<file path="config.mk">
export PLATFORM = sky130hd
export DESIGN_NAME = wall_clock
export DESIGN_NICKNAME = d
export VERILOG_FILES = /design/src/logic/wall_clock_pkg.sv /design/src/logic/second_prescaler.sv /design/src/logic/wall_clock.sv
export SDC_FILE = /design/constraint.sdc
export NUM_CORES = 1
export LEC_CHECK = 0
export BUFFER_PORTS_ARGS = -buffer_cell sky130_fd_sc_hd__buf_4
export CAP_MARGIN = 20
export CORE_AREA = 2 2 120 122
export DETAILED_ROUTE_END_ITERATION = 10
export DIE_AREA = 0 0 122 124
export GPL_TIMING_DRIVEN = 1
export PLACE_DENSITY_LB_ADDON = 0.3
export SKIP_CTS_REPAIR_TIMING = 1
export SLEW_MARGIN = 20
export SYNTH_ARGS = -nofsm -noshare
export SYNTH_HDL_FRONTEND = slang
export SYNTH_SLANG_ARGS = --single-unit
</file>
<file path="constraint.sdc">
create_clock -name clk -period 5.4 [get_ports clk]
set_input_delay 0.27 -clock clk [delete_from_list [all_inputs] [get_ports clk]]
set_output_delay 0.27 -clock clk [all_outputs]
set_load 0.01 [all_outputs]
</file>
<file path="src/logic/wall_clock_pkg.sv">
// Purpose : Shared constants and types for the seconds clock block
// Assumes : AHB-Lite slave, 32-bit data, word accesses only
// Notes   : Prescaler limits are overridable at the top for simulation
package wall_clock_pkg;

   // ----------------------------------------
   // Register map
   // ----------------------------------------
   localparam logic [11:0] OFF_STATUS_CTRL = 12'h000;
   localparam logic [11:0] OFF_COUNT       = 12'h004;
   localparam logic [11:0] OFF_ALARM       = 12'h008;
   localparam logic [11:0] OFF_KEY         = 12'h00c;

   localparam logic [31:0] UNLOCK_KEY      = 32'h55ccaa33;
   localparam logic [15:0] CTRL_RESET      = 16'h0000;
   localparam logic [31:0] COUNT_RESET     = 32'h00000000;
   localparam logic [31:0] ALARM_RESET     = 32'hffffffff;

   // ----------------------------------------
   // Field positions
   // ----------------------------------------
   localparam int POS_ONE_HZ_FLAG = 8;
   localparam int POS_ALARM_FLAG  = 9;

   // ----------------------------------------
   // Seconds timing
   // ----------------------------------------
   localparam int SRC_FAST_MHZ    = 20;
   localparam int SRC_SLOW_MHZ    = 4;
   localparam int CYCLES_PER_MHZ  = 1000000;
   localparam int SECOND_FAST_CYC = SRC_FAST_MHZ * CYCLES_PER_MHZ;
   localparam int SECOND_SLOW_CYC = SRC_SLOW_MHZ * CYCLES_PER_MHZ;
   localparam int PRESC_W         = 25;

   // ----------------------------------------
   // Types
   // ----------------------------------------
   typedef struct packed {
      logic       counterRun;
      logic       haltInDebug;
      logic       alarmIrqEnable;
      logic       perTickIrqEnable;
      logic       slowSourceSelect;
      logic       reserved;
      logic       alarmMatchFlag;
      logic       oneHzFlag;
      logic [7:0] irqPriorityLevel;
   } status_ctrl_s;

   typedef enum logic [1:0] {
      BUS_IDLE = 2'b00,
      BUS_WAIT = 2'b01,
      BUS_RESP = 2'b11
   } bus_state_e;

endpackage : wall_clock_pkg
</file>
<file path="src/logic/second_prescaler.sv">
// Purpose : Divides clk down to one tick per second
// Assumes : clk is the selected source, limits set by the parent
// Notes   : Restart clears the count and suppresses that cycle's tick
`timescale 1ns/1ns
module second_prescaler #(
   parameter int FAST_CYC = wall_clock_pkg::SECOND_FAST_CYC,
   parameter int SLOW_CYC = wall_clock_pkg::SECOND_SLOW_CYC
) (
   input  wire logic clk,
   input  wire logic sys_rst,
   input  wire logic run,
   input  wire logic restart,
   input  wire logic slowSel,
   output logic      tick
);
   import wall_clock_pkg::*;

   logic [PRESC_W-1:0] cnt_r;
   logic [PRESC_W-1:0] cnt_nxt;
   logic               tick_r;
   logic               tick_nxt;
   logic [PRESC_W-1:0] lastCnt;

   // ----------------------------------------
   // Divider
   // ----------------------------------------
   always_comb begin
      lastCnt  = slowSel ? PRESC_W'(SLOW_CYC - 1) : PRESC_W'(FAST_CYC - 1);
      cnt_nxt  = cnt_r;
      tick_nxt = 1'b0;
      if (restart) begin
         cnt_nxt = '0;
      end else if (run) begin
         // Compare with >= so a switch to the slow source never overshoots
         if (cnt_r >= lastCnt) begin
            cnt_nxt  = '0;
            tick_nxt = 1'b1;
         end else begin
            cnt_nxt = cnt_r + PRESC_W'(1);
         end
      end
   end

   always_ff @(posedge clk or posedge sys_rst) begin
      if (sys_rst) begin
         cnt_r  <= '0;
         tick_r <= 1'b0;
      end else begin
         cnt_r  <= cnt_nxt;
         tick_r <= tick_nxt;
      end
   end

   assign tick = tick_r;
endmodule : second_prescaler

</file>
<file path="src/logic/wall_clock.sv">
// Purpose : Seconds counter with alarm, per-second flag and write lock
// Assumes : AHB-Lite master, single word transfers, one slave
// Notes   : Every transfer takes one wait state; response always OKAY
//
// The address map and the AHB-Lite slave port were left to the implementer.
`timescale 1ns/1ns
module wall_clock #(
   parameter int FAST_CYC = wall_clock_pkg::SECOND_FAST_CYC,
   parameter int SLOW_CYC = wall_clock_pkg::SECOND_SLOW_CYC
) (
   input  wire logic        clk,
   input  wire logic        sys_rst,
   input  wire logic        hsel,
   input  wire logic [11:0] haddr,
   input  wire logic [1:0]  htrans,
   input  wire logic        hwrite,
   input  wire logic [2:0]  hsize,
   input  wire logic [31:0] hwdata,
   input  wire logic        hready,
   output logic      [31:0] hrdata,
   output logic             hreadyout,
   output logic             hresp,
   input  wire logic        debugFreeze,
   output logic             irq,
   output logic      [7:0]  irqPriorityLevel
);
   import wall_clock_pkg::*;

   // ----------------------------------------
   // Declarations
   // ----------------------------------------
   bus_state_e   busState_r;
   bus_state_e   busState_nxt;
   logic [11:0]  addr_r;
   logic [11:0]  addr_nxt;
   logic         write_r;
   logic         write_nxt;
   logic [31:0]  rdata_r;
   logic [31:0]  rdata_nxt;
   logic         readyOut_r;
   logic         readyOut_nxt;
   logic         resp_r;

   status_ctrl_s ctrl_r;
   status_ctrl_s ctrl_nxt;
   logic [31:0]  count_r;
   logic [31:0]  count_nxt;
   logic [31:0]  alarm_r;
   logic [31:0]  alarm_nxt;
   logic         unlocked_r;
   logic         unlocked_nxt;
   logic         matchSeen_r;
   logic         matchSeen_nxt;
   logic         irq_r;
   logic         irq_nxt;
   logic [7:0]   prio_r;

   logic         freezeMeta_r;
   logic         freezeSync_r;
   logic         addrPhase;
   logic         dataWrite;
   logic         ctrlWrite;
   logic         countWrite;
   logic         countTry;
   logic         alarmWrite;
   logic         keyWrite;
   logic         running;
   logic         tick;
   logic         matchNow;
   logic         mapped;

   // ----------------------------------------
   // Debug freeze synchroniser
   // ----------------------------------------
   always_ff @(posedge clk or posedge sys_rst) begin
      if (sys_rst) begin
         freezeMeta_r <= 1'b0;
         freezeSync_r <= 1'b0;
      end else begin
         freezeMeta_r <= debugFreeze;
         freezeSync_r <= freezeMeta_r;
      end
   end

   // ----------------------------------------
   // AHB-Lite slave
   // ----------------------------------------
   assign addrPhase  = hsel && htrans[1] && hready;
   assign dataWrite  = (busState_r == BUS_WAIT) && write_r;
   assign mapped     = (addr_r[11:4] == 8'h00);
   assign ctrlWrite  = dataWrite && addr_r == OFF_STATUS_CTRL;
   assign countTry   = dataWrite && addr_r == OFF_COUNT;
   assign countWrite = countTry && unlocked_r;
   assign alarmWrite = dataWrite && addr_r == OFF_ALARM;
   assign keyWrite   = dataWrite && addr_r == OFF_KEY;

   always_comb begin
      busState_nxt = busState_r;
      addr_nxt     = addr_r;
      write_nxt    = write_r;
      rdata_nxt    = rdata_r;
      readyOut_nxt = readyOut_r;
      case (busState_r)
         BUS_IDLE, BUS_RESP: begin
            if (addrPhase) begin
               busState_nxt = BUS_WAIT;
               addr_nxt     = {haddr[11:2], 2'b00};
               write_nxt    = hwrite;
               readyOut_nxt = 1'b0;
            end else begin
               busState_nxt = BUS_IDLE;
               readyOut_nxt = 1'b1;
            end
         end
         BUS_WAIT: begin
            // Wait state lets read data leave a flop
            busState_nxt = BUS_RESP;
            readyOut_nxt = 1'b1;
            rdata_nxt    = 32'h00000000;
            if (!write_r && mapped) begin
               case (addr_r[3:2])
                  2'b00:   rdata_nxt = {16'h0000, ctrl_r};
                  2'b01:   rdata_nxt = count_r;
                  2'b10:   rdata_nxt = alarm_r;
                  default: rdata_nxt = {31'h00000000, unlocked_r};
               endcase
            end
         end
         default: begin
            busState_nxt = BUS_IDLE;
            readyOut_nxt = 1'b1;
         end
      endcase
   end

   always_ff @(posedge clk or posedge sys_rst) begin
      if (sys_rst) begin
         busState_r <= BUS_IDLE;
         addr_r     <= 12'h000;
         write_r    <= 1'b0;
         rdata_r    <= 32'h00000000;
         readyOut_r <= 1'b1;
         resp_r     <= 1'b0;
      end else begin
         busState_r <= busState_nxt;
         addr_r     <= addr_nxt;
         write_r    <= write_nxt;
         rdata_r    <= rdata_nxt;
         readyOut_r <= readyOut_nxt;
         resp_r     <= 1'b0;
      end
   end

   // ----------------------------------------
   // Seconds divider
   // ----------------------------------------
   assign running = ctrl_r.counterRun && !(ctrl_r.haltInDebug && freezeSync_r);

   second_prescaler #(
      .FAST_CYC (FAST_CYC),
      .SLOW_CYC (SLOW_CYC)
   ) u_prescaler (
      .clk     (clk),
      .sys_rst (sys_rst),
      .run     (running),
      .restart (countWrite),
      .slowSel (ctrl_r.slowSourceSelect),
      .tick    (tick)
   );

   // ----------------------------------------
   // Counter, alarm, flags and lock
   // ----------------------------------------
   assign matchNow = (count_r == alarm_r);

   always_comb begin
      ctrl_nxt      = ctrl_r;
      count_nxt     = count_r;
      alarm_nxt     = alarm_r;
      unlocked_nxt  = unlocked_r;
      matchSeen_nxt = matchNow;
      if (ctrlWrite) begin
         ctrl_nxt.counterRun       = hwdata[15];
         ctrl_nxt.haltInDebug      = hwdata[14];
         ctrl_nxt.alarmIrqEnable   = hwdata[13];
         ctrl_nxt.perTickIrqEnable = hwdata[12];
         ctrl_nxt.slowSourceSelect = hwdata[11];
         ctrl_nxt.irqPriorityLevel = hwdata[7:0];
         if (hwdata[POS_ONE_HZ_FLAG]) begin
            ctrl_nxt.oneHzFlag = 1'b0;
         end
         if (hwdata[POS_ALARM_FLAG]) begin
            ctrl_nxt.alarmMatchFlag = 1'b0;
         end
      end
      // Sets come after clears so a same-cycle event is kept
      if (tick) begin
         ctrl_nxt.oneHzFlag = 1'b1;
      end
      if (matchNow && !matchSeen_r) begin
         ctrl_nxt.alarmMatchFlag = 1'b1;
      end
      ctrl_nxt.reserved = 1'b0;
      if (countWrite) begin
         count_nxt = hwdata;
      end else if (tick) begin
         count_nxt = count_r + 32'h00000001;
      end
      if (alarmWrite) begin
         alarm_nxt = hwdata;
      end
      if (keyWrite) begin
         unlocked_nxt = (hwdata == UNLOCK_KEY);
      end
      irq_nxt = (ctrl_nxt.oneHzFlag && ctrl_nxt.perTickIrqEnable)
             || (ctrl_nxt.alarmMatchFlag && ctrl_nxt.alarmIrqEnable);
   end

   always_ff @(posedge clk or posedge sys_rst) begin
      if (sys_rst) begin
         ctrl_r      <= CTRL_RESET;
         count_r     <= COUNT_RESET;
         alarm_r     <= ALARM_RESET;
         unlocked_r  <= 1'b0;
         matchSeen_r <= 1'b1;
         irq_r       <= 1'b0;
         prio_r      <= 8'h00;
      end else begin
         ctrl_r      <= ctrl_nxt;
         count_r     <= count_nxt;
         alarm_r     <= alarm_nxt;
         unlocked_r  <= unlocked_nxt;
         matchSeen_r <= matchSeen_nxt;
         irq_r       <= irq_nxt;
         prio_r      <= ctrl_nxt.irqPriorityLevel;
      end
   end

   assign hrdata           = rdata_r;
   assign hreadyout        = readyOut_r;
   assign hresp            = resp_r;
   assign irq              = irq_r;
   assign irqPriorityLevel = prio_r;
endmodule : wall_clock

</file>
==> results.md <==
* Post-Synth Simple-Gate Area at 15.4%
* Layout cell share with drive strength beyond 1 at 27.5%
* Slew margin rel. at 32.0%
* Number of CTS-inserted buffers at 17
* Fin crit period at 2980 ps
* Required @ worst endpoint at 5680 ps
* Via count at 5,989
* DP Wirelength at 13,000 µm
* N_diodes at 0
* Crit path max-delay cell type: o21ai_2
* Worst Tran Pin Value at 1010 ps
* Peak supply drop at 0.000266 V
* Largest family of logic cells by synthesized area: simple AND/OR/NAND/NOR gates
* Pwr/cell area at 352 nW/µm²
* Most frequent cell after synthesis: dfrtp_1
* I/O pin count at 98
* Core footprint at 13,700 µm²
* CTS clk-pin slew, worst paths at 60 ps
* Clock tree root driver cell: clkbuf_16
* Cell Area, Synth at 7900 µm²
* CTS HTree Levels at 4
* Post-synth top cells: 122 x dfrtp_1, 85 x nor2_1, 58 x a21oi_1
* Synth top area share at 38.7%
* Largest net degree at the start of global routing at 85
* Mux share of post-synthesis cell area at 10.0%
* # rows at 43
* Initial core utilization at 57.6%
* Main synth FF type: dfrtp_1
* Sequential fraction of the synthesis area at 50.0%
* Routed WL at 19,200 µm
* Static leakage at 3.98 nW
* Adder-Cell Fraction of Synth Area at 1.58%
* Number of port buffers at 90
* Kind of critical path: reg2reg
* Maxcap violations at 0
* Unrepaired setup endpoints after global routing: no
* Clock Path Buffers at 2
* Synth async-reset ratio at 100%
* Overall die width at 122 µm
* Max incr delay on CP at 580 ps
* Worst clock skew at 10.1 ps
* Fill cell count at 1,019
* Core Util, Final at 67.1%
* Nets at 877
* Ys Warns at 0
* Compound-Gate Fraction of Synth Area at 10.9%
* Final ANT Viol Nets at 0
* CTS tree: yes
* Number of global-route vias before repair at 5,877
* Number of synthesized flops with an enable pin at 0
* Worst-Skew Late Latency at 430 ps
* CP Capture Type: register
* CP arrival at 3260 ps
* GRT Residual Overflow at 0
* Routed length per instance at 19.1 µm
* Cell chain of the critical path: inv_1 > ha_1 > nor4bb_1 > nand3_1 > o41ai_2 > nor2_1 > o21ai_2 > o21ai_0
* Syn avg cell area at 10.6 µm²
* Initial antenna violation count at 0
* Gate count after technology mapping at 745
* GP Congestion at 0.899
* Full die area at 15,100 µm²
* Period utilisation layout at 55.1%
* Fmax at 336 MHz
* # setup viols final at 0
* Status: complete, but fails checks
* Worst Hold Class: in2async
* Synth area leaders: dfrtp_1 39%, dfstp_2 11%, mux2_2 7.8%, xnor2_1 4.9%, nor2_1 4.0%
* Final Slew Violations at 0
* Post-synthesis cell type count at 50
* Via-per-instance ratio at 5.96
* XOR/XNOR share of the synthesized area at 8.65%
* FF/Latch Area at 3950 µm²
* Syn_nets at 810
* Chip height at 124 µm
* Largest area contributor in the netlist: dfrtp_1
* First-pass GRT wire length at 30,600 µm
* Area of the multi-input gates at 3680 µm²
* Fin Hold WS at -16.1 ps
* DRT iter0 DRCs at 585
* Setup TNS at 0 ps
* DRT Pass-1 Iters at 5
* Area growth from synthesis to layout at 16.5%
* DRC viols at 0
* Crit path max fanout at 16
* Synthesis-stage register bit count at 156
* CP Launch Type: register
* CTS sink cnt at 156
* Hold Fails Final Rpt at 18
* Failing checks: negative hold slack
* GRT Overall Usage at 26.6%
==> state kept, by name, indices dropped and copies added (netlist names), 2 cells and up <==
register and count:
alarm_r 32, count_r 32, hrdata 32, u_prescaler.cnt_r 25, addr_r 10, irqPriorityLevel 8
ctrl_r 7, busState_r 2
==> metal layers <==
metal	vias up	GRT usage [%]	wire, µm
met2	218	40.6	8910
met4	0	10.8	517
met3	38	5.40	1320
li1	2768	-	-
met1	2965	37.5	8440
met5	-	0	0
==> path summary, 6_finish.rpt <==
kind	startpoint	to	slack, ps	depth (start not counted)
worst min register to register	freezeMeta_r	freezeSync_r	360	0
min in group clk	haddr[3]	addr_r[3]	70	2
max in group asynchronous	sys_rst	irqPriorityLevel[5]	3970	3
worst max register to register	ctrl_r[11]	u_prescaler.cnt_r[12]	2420	8
worst max-delay path	ctrl_r[11]	u_prescaler.cnt_r[12]	2420	8
worst min-delay path	sys_rst	u_prescaler.cnt_r[7]	-20	2
==> report_power, final <==
group | total [W] | internal, W | switching, W
sequential | 0.00146 | 0.00130 | 0.000159
combinational | 0.000645 | 0.000280 | 0.000365
clock | 0.00113 | 0.000678 | 0.000448
total | 0.00324 | 0.00226 | 0.000972
==> cell usage in the layout (no fill, tap or decap), types with 3 or more instances in the layout <==
cell type	netlist	routed
a21oi_1	58	58
a22oi_1	17	17
and2_1	4	4
and3_1	11	11
and4_1	4	4
buf_4	9	96
clkbuf_1	31	4
clkbuf_16	0	17
clkbuf_8	0	4
clkinv_2	0	5
dfrtp_1	122	122
dfstp_2	34	34
ha_1	10	10
inv_1	12	10
mux2_2	55	55
mux2i_1	15	15
nand2_1	44	44
nand2b_1	3	3
nand3_1	27	27
nand4_1	27	27
nor2_1	85	85
nor3_1	8	7
nor4_1	5	5
nor4bb_1	5	5
o21ai_0	8	8
o22ai_1	3	3
o2bb2ai_1	32	32
or3_1	3	3
xnor2_1	44	44
xor2_1	34	34
==> cell type report <==
| type | instances | share of cell area [%] |
|---|---|---|
| Sequential cell | 156 | 42.9 |
| Multi-Input combinational cell | 527 | 40.0 |
| Timing Repair Buffer | 98 | 8.06 |
| Clock buffer | 25 | 5.38 |
| Tap cell | 180 | 2.45 |
| Clock inverter | 7 | 0.680 |
| Inverter | 12 | 0.544 |
==> cell families after synthesis <==
| logic type | Yosys count |
|---|---|
| other | 1 |
| and+or+nand+nor | 238 |
| adders and majority gates | 10 |
| muxes | 71 |
| buffers and inverters | 62 |
| xor gates and xnor gates | 78 |
| AOI/OAI and AO/OA | 129 |
| DFF | 156 |
==> critical path, delay by kind of cell (launching register included) <==
family                     cells  cell delay (ps)
AOI/OAI and AO/OA              3             1210
adders and majority gates      1              330
buffers and inverters          1              140
DFF                            1              460
and+or+nand+nor                3              690
==> metrics by stage <==
| stage | worst slack (ps) | hold slack, ps | instances | instance area (µm²) | power [W] |
|---|---|---|---|---|---|
| after detailed placement | 2450 | 336 | 971 | 8620 | 0.00212 |
| final | 2420 | -16.1 | 1005 | 9200 | 0.00324 |
| after global routing | 2220 | 46.2 | 1005 | 9200 | 0.00337 |
| after global placement | 2530 | 342 | 971 | 8620 | 0.00209 |
| after CTS | 2430 | -46.9 | 1003 | 9180 | 0.00324 |
| after floorplan | 980 | 301 | 745 | 7900 | 0.00189 |
(Power assumes the default switching activity.)
